`config.mk`:
```
export PLATFORM = sky130hd
export DESIGN_NAME = servo_motion_fault_monitor
export DESIGN_NICKNAME = d
export VERILOG_FILES = /design/src/pkg/fault_monitor_pkg.sv /design/src/persist_timer.sv /design/src/index_stability_check.sv /design/src/servo_motion_fault_monitor.sv
export SDC_FILE = /design/constraint.sdc
export NUM_CORES = 2
export LEC_CHECK = 0
export BUFFER_PORTS_ARGS = -buffer_cell sky130_fd_sc_hd__clkbuf_2
export CAP_MARGIN = 0
export CORE_UTILIZATION = 35
export DETAILED_ROUTE_END_ITERATION = 12
export GPL_ROUTABILITY_DRIVEN = 1
export PLACE_DENSITY = 0.56
export SLEW_MARGIN = 30
export SYNTH_ARGS = -nofsm -noshare
export SYNTH_HDL_FRONTEND = slang
export SYNTH_HIERARCHICAL = 1
export SYNTH_SLANG_ARGS = --single-unit
export TNS_END_PERCENT = 10
```
`constraint.sdc`:
```
create_clock -name clk_i -period 19.6 [get_ports clk_i]
set_input_delay 0.98 -clock clk_i [delete_from_list [all_inputs] [get_ports clk_i]]
set_output_delay 0.98 -clock clk_i [all_outputs]
set_load 0.02 [all_outputs]
```
`src/pkg/fault_monitor_pkg.sv`:
```
// shared constants for the servo motion fault monitor
package fault_monitor_pkg;
   // ----------------------------------------
   // register byte offsets
   // ----------------------------------------
   localparam logic [7:0] OFS_CONTROL       = 8'h00;
   localparam logic [7:0] OFS_POS_LIMIT_A   = 8'h04;
   localparam logic [7:0] OFS_POS_LIMIT_B   = 8'h08;
   localparam logic [7:0] OFS_CL_THRESHOLD  = 8'h0c;
   localparam logic [7:0] OFS_CL_CLEAR_CYC  = 8'h10;
   localparam logic [7:0] OFS_OVL_PERCENT   = 8'h14;
   localparam logic [7:0] OFS_OVL_TIME      = 8'h18;
   localparam logic [7:0] OFS_INDEX_RES     = 8'h1c;
   localparam logic [7:0] OFS_INDEX_TOL     = 8'h20;
   localparam logic [7:0] OFS_FAULT_STATUS  = 8'h24;
   localparam logic [7:0] OFS_FAULT_CODE    = 8'h28;
   localparam logic [7:0] OFS_CL_ERROR      = 8'h2c;
   localparam logic [7:0] OFS_MOTION_STATUS = 8'h30;

   // ----------------------------------------
   // control register fields
   // ----------------------------------------
   localparam int CTL_SW_LIMIT_EN = 0;  // limit_enable_select, software limits
   localparam int CTL_HW_LIMIT_EN = 1;  // limit_enable_select, hardware limits
   localparam int CTL_FULL_CLOSED = 2;
   localparam int CTL_SEC_POL     = 3;  // second_encoder_polarity
   localparam int CTL_PROHIB_FWD  = 4;  // direction_prohibit_select bit 0
   localparam int CTL_PROHIB_REV  = 5;  // direction_prohibit_select bit 1
   localparam int CTL_WIDTH       = 6;

   // ----------------------------------------
   // fault bit positions and codes
   // ----------------------------------------
   localparam int FLT_NO_HOME  = 0;
   localparam int FLT_OVERLOAD = 1;
   localparam int FLT_SW_LIMIT = 2;
   localparam int FLT_HW_LIMIT = 3;
   localparam int FLT_PLAN     = 4;
   localparam int FLT_CL_ERROR = 5;
   localparam int FLT_DIR      = 6;
   localparam int FLT_INDEX    = 7;
   localparam int FLT_COUNT    = 8;

   localparam logic [15:0] FAULT_CODES [FLT_COUNT] = '{
      16'h00cd, 16'h00ce, 16'h00cf, 16'h00d0,
      16'h00d1, 16'h00d5, 16'h00d6, 16'h00d8};
   localparam logic [15:0] CODE_NONE = 16'h0000;

   // ----------------------------------------
   // reset values
   // ----------------------------------------
   localparam logic [CTL_WIDTH-1:0] CONTROL_RST = 6'h00;
   localparam logic [31:0] POS_LIMIT_A_RST  = 32'h8000_0000;
   localparam logic [31:0] POS_LIMIT_B_RST  = 32'h7fff_ffff;
   localparam logic [31:0] CL_THRESHOLD_RST = 32'h0000_2710;
   localparam logic [31:0] CL_CLEAR_RST     = 32'h0000_0000;
   localparam logic [15:0] OVL_PERCENT_RST  = 16'h0064;
   localparam logic [31:0] OVL_TIME_RST     = 32'h0004_c4b4;
   localparam logic [31:0] INDEX_RES_RST    = 32'h0002_0000;
   localparam logic [31:0] INDEX_TOL_RST    = 32'h0000_0010;
   localparam logic [31:0] WORD_ZERO        = 32'h0000_0000;
endpackage : fault_monitor_pkg

```
`src/persist_timer.sv`:
```
// counts how long a condition holds without a break
`timescale 1ns/100ps
module persist_timer #(
   parameter int WIDTH = 32
) (
   input  wire logic             clk_i,
   input  wire logic             rst_i,
   input  wire logic             cond_i,
   input  wire logic [WIDTH-1:0] limit_i,
   output logic                  fire_o
);
   typedef struct packed {
      logic [WIDTH-1:0] cnt;
      logic             fire;
   } state_s;

   state_s st_r;
   state_s st_nxt;

   // count while the condition lasts, restart on any gap
   always_comb begin
      st_nxt = st_r;
      if (!cond_i) begin
         st_nxt.cnt = '0;
      end else if (st_r.cnt != '1) begin
         st_nxt.cnt = st_r.cnt + WIDTH'(1);
      end
      // a zero limit still needs one cycle of the condition
      st_nxt.fire = cond_i && (st_nxt.cnt >= limit_i) && (st_nxt.cnt != '0);
   end

   // state register
   always_ff @(posedge clk_i) begin
      if (rst_i) begin
         st_r <= '0;
      end else begin
         st_r <= st_nxt;
      end
   end

   assign fire_o = st_r.fire;
endmodule : persist_timer

```
`src/index_stability_check.sv`:
```
// compares encoder travel between successive index pulses to the resolution
`timescale 1ns/100ps
module index_stability_check #(
   parameter int WIDTH = 32
) (
   input  wire logic             clk_i,
   input  wire logic             rst_i,
   input  wire logic             index_i,
   input  wire logic [WIDTH-1:0] enc_pos_i,
   input  wire logic [WIDTH-1:0] resolution_i,
   input  wire logic [WIDTH-1:0] tolerance_i,
   output logic                  unstable_o
);
   typedef struct packed {
      logic             have_first;
      logic [WIDTH-1:0] last_pos;
      logic             unstable;
   } state_s;

   state_s           st_r;
   state_s           st_nxt;
   logic [WIDTH-1:0] travel;
   logic [WIDTH-1:0] dev;

   // travel is taken as a magnitude so reverse rotation checks the same way
   always_comb begin
      st_nxt          = st_r;
      st_nxt.unstable = 1'b0;
      travel = enc_pos_i - st_r.last_pos;
      if (travel[WIDTH-1]) begin
         travel = WIDTH'(0) - travel;
      end
      dev = travel - resolution_i;
      if (dev[WIDTH-1]) begin
         dev = WIDTH'(0) - dev;
      end
      if (index_i) begin
         st_nxt.have_first = 1'b1;
         st_nxt.last_pos   = enc_pos_i;
         st_nxt.unstable   = st_r.have_first && (dev > tolerance_i);
      end
   end

   // state register
   always_ff @(posedge clk_i) begin
      if (rst_i) begin
         st_r <= '0;
      end else begin
         st_r <= st_nxt;
      end
   end

   assign unstable_o = st_r.unstable;
endmodule : index_stability_check

```
`src/servo_motion_fault_monitor.sv`:
```
// servo drive motion fault monitor with classic wishbone register slave
//
// Function
// absolute multi-segment move before homing completed raises no-homing fault.
// current above rated threshold continuously for set time raises overload fault.
// software limit check runs only when limit_enable_select enables it.
// position below lower limit with negative speed raises software limit fault.
// position above upper limit with positive speed raises software limit fault.
// lower and upper limits come from position_limit_value_a and _b.
// hardware limit check runs only when limit_enable_select enables it.
// reverse switch active with negative speed raises hardware limit fault.
// forward switch active with positive speed raises hardware limit fault.
// failed fourth-order profile planning raises planning fault.
// full-closed-loop: large second versus converted motor position error faults.
// closed-loop error limit comes from closed_loop_error_threshold.
// accumulated closed-loop error clears every closed_loop_error_clear_cycles cycles.
// second encoder count polarity follows second_encoder_polarity in full-closed mode.
// rotation command in a direction_prohibit_select forbidden direction raises fault.
// index-to-index encoder travel far from resolution raises unstable index fault.
// faults stay latched with readable code until software clears them.
// index stability tolerance is a writable register with a default.
`timescale 1ns/100ps
module servo_motion_fault_monitor #(
   parameter int PW = 32,
   parameter int CW = 16
) (
   input  wire logic          clk_i,
   input  wire logic          rst_i,
   // wishbone classic slave
   input  wire logic          wb_cyc_i,
   input  wire logic          wb_stb_i,
   input  wire logic          wb_we_i,
   input  wire logic [7:0]    wb_adr_i,
   input  wire logic [3:0]    wb_sel_i,
   input  wire logic [31:0]   wb_dat_i,
   output logic      [31:0]   wb_dat_o,
   output logic               wb_ack_o,
   // motion command side
   input  wire logic          abs_move_trigger_i,
   input  wire logic          homing_done_i,
   input  wire logic          plan_fail_i,
   input  wire logic          rot_cmd_valid_i,
   input  wire logic          rot_cmd_fwd_i,
   input  wire logic [PW-1:0] speed_i,
   input  wire logic [PW-1:0] user_pos_i,
   // motor side
   input  wire logic [CW-1:0] current_pct_i,
   input  wire logic          fwd_limit_i,
   input  wire logic          rev_limit_i,
   input  wire logic [PW-1:0] motor_pos_conv_i,
   input  wire logic [PW-1:0] second_pos_i,
   input  wire logic          index_i,
   input  wire logic [PW-1:0] enc_pos_i,
   // fault report
   output logic               fault_o,
   output logic [15:0]        fault_code_o,
   output logic               homed_o
);
   // ----------------------------------------
   // state
   // ----------------------------------------
   typedef logic [fault_monitor_pkg::CTL_WIDTH-1:0] ctl_t;
   typedef logic [fault_monitor_pkg::FLT_COUNT-1:0] flt_t;

   typedef struct packed {
      logic          ack;
      logic [31:0]   rdata;
      ctl_t          control;
      logic [PW-1:0] pos_limit_a;
      logic [PW-1:0] pos_limit_b;
      logic [PW-1:0] cl_threshold;
      logic [31:0]   cl_clear_cycles;
      logic [CW-1:0] ovl_percent;
      logic [31:0]   ovl_time;
      logic [PW-1:0] index_res;
      logic [PW-1:0] index_tol;
      logic          homed;
      logic [31:0]   clear_cnt;
      logic [PW-1:0] motor_base;
      logic [PW-1:0] second_base;
      logic [PW-1:0] cl_error;
      flt_t          faults;
      logic [15:0]   code;
      logic          fault;
   } state_s;

   state_s        st_r;
   state_s        st_nxt;
   logic          overload_fire;
   logic          index_unstable;
   flt_t          fault_set;
   flt_t          fault_clr;
   logic [PW-1:0] second_signed;
   logic [PW-1:0] cl_err_now;
   logic [PW-1:0] cl_err_mag;
   logic          speed_neg;
   logic          speed_pos;
   logic          req;
   logic          wr_take;
   logic [31:0]   rd_word;

   // ----------------------------------------
   // helpers
   // ----------------------------------------
   // merge write data into a register under the byte enables
   function automatic logic [31:0] merge(input logic [31:0] old_v,
                                         input logic [31:0] new_v,
                                         input logic [3:0]  sel);
      logic [31:0] res;
      res = old_v;
      for (int b = 0; b < 4; b++) begin
         if (sel[b]) begin
            res[8*b +: 8] = new_v[8*b +: 8];
         end
      end
      return res;
   endfunction : merge

   // code of the lowest numbered latched fault
   function automatic logic [15:0] first_code(
      input logic [fault_monitor_pkg::FLT_COUNT-1:0] f);
      logic [15:0] c;
      c = fault_monitor_pkg::CODE_NONE;
      for (int i = fault_monitor_pkg::FLT_COUNT - 1; i >= 0; i--) begin
         if (f[i]) begin
            c = fault_monitor_pkg::FAULT_CODES[i];
         end
      end
      return c;
   endfunction : first_code

   // ----------------------------------------
   // sub blocks
   // ----------------------------------------
   // current over threshold without a break for the programmed time
   persist_timer #(
      .WIDTH (32)
   ) u_overload (
      .clk_i   (clk_i),
      .rst_i   (rst_i),
      .cond_i  (current_pct_i > st_r.ovl_percent),
      .limit_i (st_r.ovl_time),
      .fire_o  (overload_fire)
   );

   // index pulse spacing check
   index_stability_check #(
      .WIDTH (PW)
   ) u_index (
      .clk_i        (clk_i),
      .rst_i        (rst_i),
      .index_i      (index_i),
      .enc_pos_i    (enc_pos_i),
      .resolution_i (st_r.index_res),
      .tolerance_i  (st_r.index_tol),
      .unstable_o   (index_unstable)
   );

   // ----------------------------------------
   // fault detection
   // ----------------------------------------
   // speed sign and second encoder polarity
   always_comb begin
      speed_neg = speed_i[PW-1];
      speed_pos = !speed_i[PW-1] && (speed_i != '0);
      if (st_r.control[fault_monitor_pkg::CTL_SEC_POL]) begin
         second_signed = PW'(0) - second_pos_i;
      end else begin
         second_signed = second_pos_i;
      end
      cl_err_now = (second_signed - st_r.second_base)
                 - (motor_pos_conv_i - st_r.motor_base);
      if (st_r.cl_error[PW-1]) begin
         cl_err_mag = PW'(0) - st_r.cl_error;
      end else begin
         cl_err_mag = st_r.cl_error;
      end
   end

   // raw fault events of this cycle
   always_comb begin
      fault_set = '0;
      fault_set[fault_monitor_pkg::FLT_NO_HOME] =
         abs_move_trigger_i && !st_r.homed;
      fault_set[fault_monitor_pkg::FLT_OVERLOAD] = overload_fire;
      fault_set[fault_monitor_pkg::FLT_SW_LIMIT] =
         st_r.control[fault_monitor_pkg::CTL_SW_LIMIT_EN] &&
         (($signed(user_pos_i) < $signed(st_r.pos_limit_a) && speed_neg) ||
          ($signed(user_pos_i) > $signed(st_r.pos_limit_b) && speed_pos));
      fault_set[fault_monitor_pkg::FLT_HW_LIMIT] =
         st_r.control[fault_monitor_pkg::CTL_HW_LIMIT_EN] &&
         ((rev_limit_i && speed_neg) ||
          (fwd_limit_i && speed_pos));
      fault_set[fault_monitor_pkg::FLT_PLAN] = plan_fail_i;
      fault_set[fault_monitor_pkg::FLT_CL_ERROR] =
         st_r.control[fault_monitor_pkg::CTL_FULL_CLOSED] &&
         (cl_err_mag > st_r.cl_threshold);
      fault_set[fault_monitor_pkg::FLT_DIR] = rot_cmd_valid_i &&
         ((rot_cmd_fwd_i && st_r.control[fault_monitor_pkg::CTL_PROHIB_FWD]) ||
          (!rot_cmd_fwd_i && st_r.control[fault_monitor_pkg::CTL_PROHIB_REV]));
      fault_set[fault_monitor_pkg::FLT_INDEX] = index_unstable;
   end

   // ----------------------------------------
   // bus decode
   // ----------------------------------------
   assign req     = wb_cyc_i && wb_stb_i;
   assign wr_take = req && wb_we_i && st_r.ack;

   // read multiplexer, unmapped offsets read zero
   always_comb begin
      rd_word = fault_monitor_pkg::WORD_ZERO;
      case (wb_adr_i)
         fault_monitor_pkg::OFS_CONTROL:      rd_word = 32'(st_r.control);
         fault_monitor_pkg::OFS_POS_LIMIT_A:  rd_word = 32'(st_r.pos_limit_a);
         fault_monitor_pkg::OFS_POS_LIMIT_B:  rd_word = 32'(st_r.pos_limit_b);
         fault_monitor_pkg::OFS_CL_THRESHOLD: rd_word = 32'(st_r.cl_threshold);
         fault_monitor_pkg::OFS_CL_CLEAR_CYC: rd_word = st_r.cl_clear_cycles;
         fault_monitor_pkg::OFS_OVL_PERCENT:  rd_word = 32'(st_r.ovl_percent);
         fault_monitor_pkg::OFS_OVL_TIME:     rd_word = st_r.ovl_time;
         fault_monitor_pkg::OFS_INDEX_RES:    rd_word = 32'(st_r.index_res);
         fault_monitor_pkg::OFS_INDEX_TOL:    rd_word = 32'(st_r.index_tol);
         fault_monitor_pkg::OFS_FAULT_STATUS: rd_word = 32'(st_r.faults);
         fault_monitor_pkg::OFS_FAULT_CODE:   rd_word = 32'(st_r.code);
         fault_monitor_pkg::OFS_CL_ERROR:     rd_word = 32'(st_r.cl_error);
         fault_monitor_pkg::OFS_MOTION_STATUS: rd_word = 32'(st_r.homed);
         default:                             rd_word = fault_monitor_pkg::WORD_ZERO;
      endcase
   end

   // write-one-to-clear of latched faults
   always_comb begin
      fault_clr = '0;
      if (wr_take && wb_adr_i == fault_monitor_pkg::OFS_FAULT_STATUS) begin
         fault_clr = flt_t'(merge(fault_monitor_pkg::WORD_ZERO, wb_dat_i, wb_sel_i));
      end
   end

   // ----------------------------------------
   // next state
   // ----------------------------------------
   always_comb begin
      st_nxt = st_r;
      // single wait state answer, ack drops the cycle after
      st_nxt.ack   = req && !st_r.ack;
      st_nxt.rdata = (req && !st_r.ack) ? rd_word : st_r.rdata;

      // writes land on the edge where ack is seen
      if (wr_take) begin
         case (wb_adr_i)
            fault_monitor_pkg::OFS_CONTROL: st_nxt.control =
               ctl_t'(merge(32'(st_r.control), wb_dat_i, wb_sel_i));
            fault_monitor_pkg::OFS_POS_LIMIT_A: st_nxt.pos_limit_a =
               PW'(merge(32'(st_r.pos_limit_a), wb_dat_i, wb_sel_i));
            fault_monitor_pkg::OFS_POS_LIMIT_B: st_nxt.pos_limit_b =
               PW'(merge(32'(st_r.pos_limit_b), wb_dat_i, wb_sel_i));
            fault_monitor_pkg::OFS_CL_THRESHOLD: st_nxt.cl_threshold =
               PW'(merge(32'(st_r.cl_threshold), wb_dat_i, wb_sel_i));
            fault_monitor_pkg::OFS_CL_CLEAR_CYC: st_nxt.cl_clear_cycles =
               merge(st_r.cl_clear_cycles, wb_dat_i, wb_sel_i);
            fault_monitor_pkg::OFS_OVL_PERCENT: st_nxt.ovl_percent =
               CW'(merge(32'(st_r.ovl_percent), wb_dat_i, wb_sel_i));
            fault_monitor_pkg::OFS_OVL_TIME: st_nxt.ovl_time =
               merge(st_r.ovl_time, wb_dat_i, wb_sel_i);
            fault_monitor_pkg::OFS_INDEX_RES: st_nxt.index_res =
               PW'(merge(32'(st_r.index_res), wb_dat_i, wb_sel_i));
            fault_monitor_pkg::OFS_INDEX_TOL: st_nxt.index_tol =
               PW'(merge(32'(st_r.index_tol), wb_dat_i, wb_sel_i));
            default: ;
         endcase
      end

      // homing completion is remembered until reset
      if (homing_done_i) begin
         st_nxt.homed = 1'b1;
      end

      // closed-loop error accumulates from the last clear point
      st_nxt.cl_error = cl_err_now;
      if (st_r.cl_clear_cycles != fault_monitor_pkg::WORD_ZERO &&
          st_r.clear_cnt + 32'h1 >= st_r.cl_clear_cycles) begin
         st_nxt.clear_cnt   = fault_monitor_pkg::WORD_ZERO;
         st_nxt.motor_base  = motor_pos_conv_i;
         st_nxt.second_base = second_signed;
         st_nxt.cl_error    = '0;
      end else begin
         st_nxt.clear_cnt = st_r.clear_cnt + 32'h1;
      end
      if (!st_r.control[fault_monitor_pkg::CTL_FULL_CLOSED]) begin
         // outside full-closed mode track the feedback so entry starts clean
         st_nxt.motor_base  = motor_pos_conv_i;
         st_nxt.second_base = second_signed;
         st_nxt.cl_error    = '0;
      end

      // latched faults, a new event wins over a clear in the same cycle
      st_nxt.faults = (st_r.faults & ~fault_clr) | fault_set;
      st_nxt.code   = first_code(st_nxt.faults);
      st_nxt.fault  = |st_nxt.faults;
   end

   // ----------------------------------------
   // state register
   // ----------------------------------------
   always_ff @(posedge clk_i) begin
      if (rst_i) begin
         st_r                 <= '0;
         st_r.control         <= fault_monitor_pkg::CONTROL_RST;
         st_r.pos_limit_a     <= PW'(fault_monitor_pkg::POS_LIMIT_A_RST);
         st_r.pos_limit_b     <= PW'(fault_monitor_pkg::POS_LIMIT_B_RST);
         st_r.cl_threshold    <= PW'(fault_monitor_pkg::CL_THRESHOLD_RST);
         st_r.cl_clear_cycles <= fault_monitor_pkg::CL_CLEAR_RST;
         st_r.ovl_percent     <= CW'(fault_monitor_pkg::OVL_PERCENT_RST);
         st_r.ovl_time        <= fault_monitor_pkg::OVL_TIME_RST;
         st_r.index_res       <= PW'(fault_monitor_pkg::INDEX_RES_RST);
         st_r.index_tol       <= PW'(fault_monitor_pkg::INDEX_TOL_RST);
         st_r.code            <= fault_monitor_pkg::CODE_NONE;
      end else begin
         st_r <= st_nxt;
      end
   end

   // ----------------------------------------
   // outputs
   // ----------------------------------------
   assign wb_ack_o     = st_r.ack;
   assign wb_dat_o     = st_r.rdata;
   assign fault_o      = st_r.fault;
   assign fault_code_o = st_r.code;
   assign homed_o      = st_r.homed;
endmodule : servo_motion_fault_monitor

```
==> impl_metrics.toml <==
[placed_design]
portBuffers = 274
gp_routability_congestion = 0.939
hpwlAfterDp_um = 98100
placed_area_um2 = 38300

[sta]
setup_viol_count_final = 0
timing.fmax_mhz = 107
slew-limit-headroom_pct = 30.8
final_min_period_over_clock_period_pct = 47.7
worst_slew_pin_slew_ns = 1.03
clock_period_minus_final_worst_setup_slack_ns = 9.35
finalMaxSlewViolations = 0
unrepaired_setup_endpoints_after_global_routing = "false"
fin_worst_hold_slack_ns = 0.473
clock_skew_ns = 0.0465
sum_of_negative_setup_slack_ns = 0
finalHoldViolations = 0

[power_and_ir_drop]
power.ir.vdd_worst_uv = 63.5
power.density_cell_area_nw_per_um2 = 88.9
total_leakage_power_nw = 16.6

[synthesis]
dominant_synthesized_flop_cell = "sky130_fd_sc_hd__dfxtp_1"
yosys_warnings = 6
yosys.cell_types.count = 99
post_synth_instance_area_um2 = 36000
synth-seq-area-share_pct = 27.3
synth.avg_cell_area_um2 = 7.79
synthesis.instances = 4617
synth_enable_flop_cells = 0
number_of_flip_flops_and_latches_in_the_synthesized_netlist = 490
postSynth.asyncResetShare_pct = 0

[clock_tree]
cts_sinks = 490
buffer_type_at_the_clock_tree_root = "sky130_fd_sc_hd__clkbuf_16"
numCtsBuffers = 59
post-cts-setup-buffers = 0
cts-root-to-sink-buffers = 3
clk_pin_slew_ns = 0.06
cts.repair.resized = 0
tritoncts = "built"
holdBufCountCts = 0
cts_htree_levels = 2
clock_latency_ns = 0.68

[critical_path]
worstSetupStartpointType = "input pin"
cp-end-kind = "flop"
most_used_cell_cp = "sky130_fd_sc_hd__a21o_1"
timing.critical_path.arrival_ns = 9.89
worst_path_largest_cell_delay_ns = 0.74
reg2regPathDepth = 33
critPathMaxFanout = 21
path_class = "in -> reg"
cpMaxStageDelayCell = "sky130_fd_sc_hd__a311o_1"
crit_path_required_time_ns = 20.14

[finish]
post_route_cells_drive_above_1_share_pct = 10.1
final_cell_area_um2 = 40300
synthToLayoutAreaGrowth_pct = 12.1
final_nets = 5333
finish.utilization_pct = 39.6

[global_routing]
grt_usage_pct = 23.8
antenna_found_initial = 13
via_count_of_the_first_global_routing_pass = 31200
grt_pass1_wl_um = 191000
grt.overflow.total = 0
grt_max_degree = 92

[floorplanning]
initial_core_util_pct = 35.3
die_width_um = 323
die_height_um = 323
die_area_um2 = 104000
fp-row-count = 117
boundaryPins = 284
core_um2 = 102000

[drt]
ant_nets = 0
wl_um = 127000
detail_route.wl_per_cell_um = 20.7
via_count = 33800
drt_drc_violations_left = 0
dr.first_iter.drc_count = 3450
routed_via_density = 5.51
firstDrtPassIters = 7

[worst_hold_path]
timing.hold.worst.class = "reg -> reg"
whs_path_depth = 2

[job]
drv_cap = 0

[run_status]
run_status = "finished, final reports clean"
==> area by class of cell <==
cell class	instances	area, µm²
Clock buffer	75	1640
Fill cell	10700	61600
Inverter	512	1920
Tap cell	1368	1710
Multi-Input combinational cell	3359	23200
Sequential cell	490	9810
Antenna cell	2	5.00
Timing Repair Buffer	307	1640
Clock inverter	30	379
==> report_power, final <==
group / switching [W] / total [W] / internal (W)
Combinational: 0.000815 / 0.00140 / 0.000582
Sequential: 0.0000105 / 0.00102 / 0.00101
Clock: 0.000481 / 0.00116 / 0.000681
Total: 0.00131 / 0.00358 / 0.00227
==> placed cells by master (no fill, tap or decap), drive strengths merged, types with 14 or more instances in the layout <==
cell type	Yosys	routed
xor2	93	93
nor2b	90	90
nand4	74	74
clkbuf	176	348
o21ai	111	111
a211o	41	41
clkinv	1	21
inv	511	513
nand2b	38	38
mux2i	81	81
nand3	211	211
dfxtp	490	490
a21oi	399	399
nor3	59	59
a22o	24	24
xnor2	136	136
buf	88	34
o31ai	26	26
a221oi	29	29
a222oi	22	22
fa	64	64
nand3b	35	35
a22oi	73	73
nand2	526	526
o21a	30	30
a31oi	50	50
or4	25	25
or3	23	23
a211oi	52	52
nor4	41	41
ha	307	307
a21o	61	61
o21bai	14	14
nor2	303	303
and2	30	30
and4	21	21
and3	55	55
o211ai	28	28
==> logic make-up (layout without fill, tap and decap cells) <==
kind of cell,after synthesis,count (layout),synth area share (%)
buffers and inverters,776,924,8.68
XOR/XNOR,229,229,5.58
other,1,11,0.0104
AO/OA/AOI/OAI,1091,1091,20.3
adder cells (fa/ha/maj),371,371,14.2
AND/OR/NAND/NOR,1570,1570,21.4
flip-flops,490,490,27.3
multiplexers,89,89,2.50
==> routing by layer <==
| metal | vias to the layer above | GRT usage (%) | share of wire, % | wire, µm |
|---|---|---|---|---|
| met1 | 16000 | 33.4 | 45 | 57300 |
| met3 | 195 | 3.92 | 8.2 | 10400 |
| met5 | - | 0 | 0.089 | 113 |
| met4 | 18 | 7.64 | 3.2 | 4010 |
| li1 | 16400 | - | - | - |
| met2 | 1220 | 36.7 | 43 | 55200 |
==> registers in the layout, indices dropped and copies added (netlist names), 6 cells and up <==
signal	count
fault_code_o	6
wb_dat_o	32
st_r	382
u_index/st_r	33
u_overload/st_r	32
==> worst paths after layout <==
kind	start	end	slack [ns]
setup / recovery	enc_pos_i[12]	u_index/unstable_o	10.25
hold / removal	st_r[209]	st_r[209]	0.47
setup reg to reg	u_index/st_r[13]	u_index/unstable_o	10.34
hold reg to reg	st_r[209]	st_r[209]	0.47
==> critical path, delay by kind of cell <==
family,cells,cell delay [ns]
fa+ha+maj,3,1.06
buf+inv,1,0.10
compound gates,23,6.13
xor+xnor,1,0.19
simple gates,5,1.44
==> synthesized netlist by cell type (41+ instances only) <==
cell type	instances	share of area, %
sky130_fd_sc_hd__nor2b_1	90	1.6
sky130_fd_sc_hd__a21oi_1	399	5.6
sky130_fd_sc_hd__a21o_1	61	1.3
sky130_fd_sc_hd__a211oi_1	51	1.1
sky130_fd_sc_hd__xor2_1	93	2.3
sky130_fd_sc_hd__a22oi_1	73	1.5
sky130_fd_sc_hd__inv_1	511	5.3
sky130_fd_sc_hd__a211o_1	41	1.0
sky130_fd_sc_hd__buf_4	50	1.0
sky130_fd_sc_hd__nand3_1	210	2.9
sky130_fd_sc_hd__nand2_1	526	5.5
sky130_fd_sc_hd__nor2_1	303	3.2
sky130_fd_sc_hd__o21ai_0	104	1.4
sky130_fd_sc_hd__xnor2_1	136	3.3
sky130_fd_sc_hd__nor3_1	58	0.81
sky130_fd_sc_hd__and3_1	55	0.96
sky130_fd_sc_hd__ha_1	307	11
sky130_fd_sc_hd__dfxtp_1	490	27
sky130_fd_sc_hd__mux2i_1	81	2.3
sky130_fd_sc_hd__nand4_1	71	1.2
sky130_fd_sc_hd__fa_1	64	3.6
sky130_fd_sc_hd__a31oi_1	50	0.87
sky130_fd_sc_hd__clkbuf_1	175	1.8
==> stage by stage <==
step / cells / worst slack (ns) / total power, W
5_1_grt: 6141 / 9.55 / 0.00382
3_3_place_gp: 6035 / 9.79 / 0.00243
4_1_cts: 6140 / 10.29 / 0.00360
3_5_place_dp: 6035 / 9.60 / 0.00243
6_report: 6143 / 10.25 / 0.00358
2_1_floorplan: 4625 / 10.97 / 0.00211
Power figures use the tool's default switching activity.
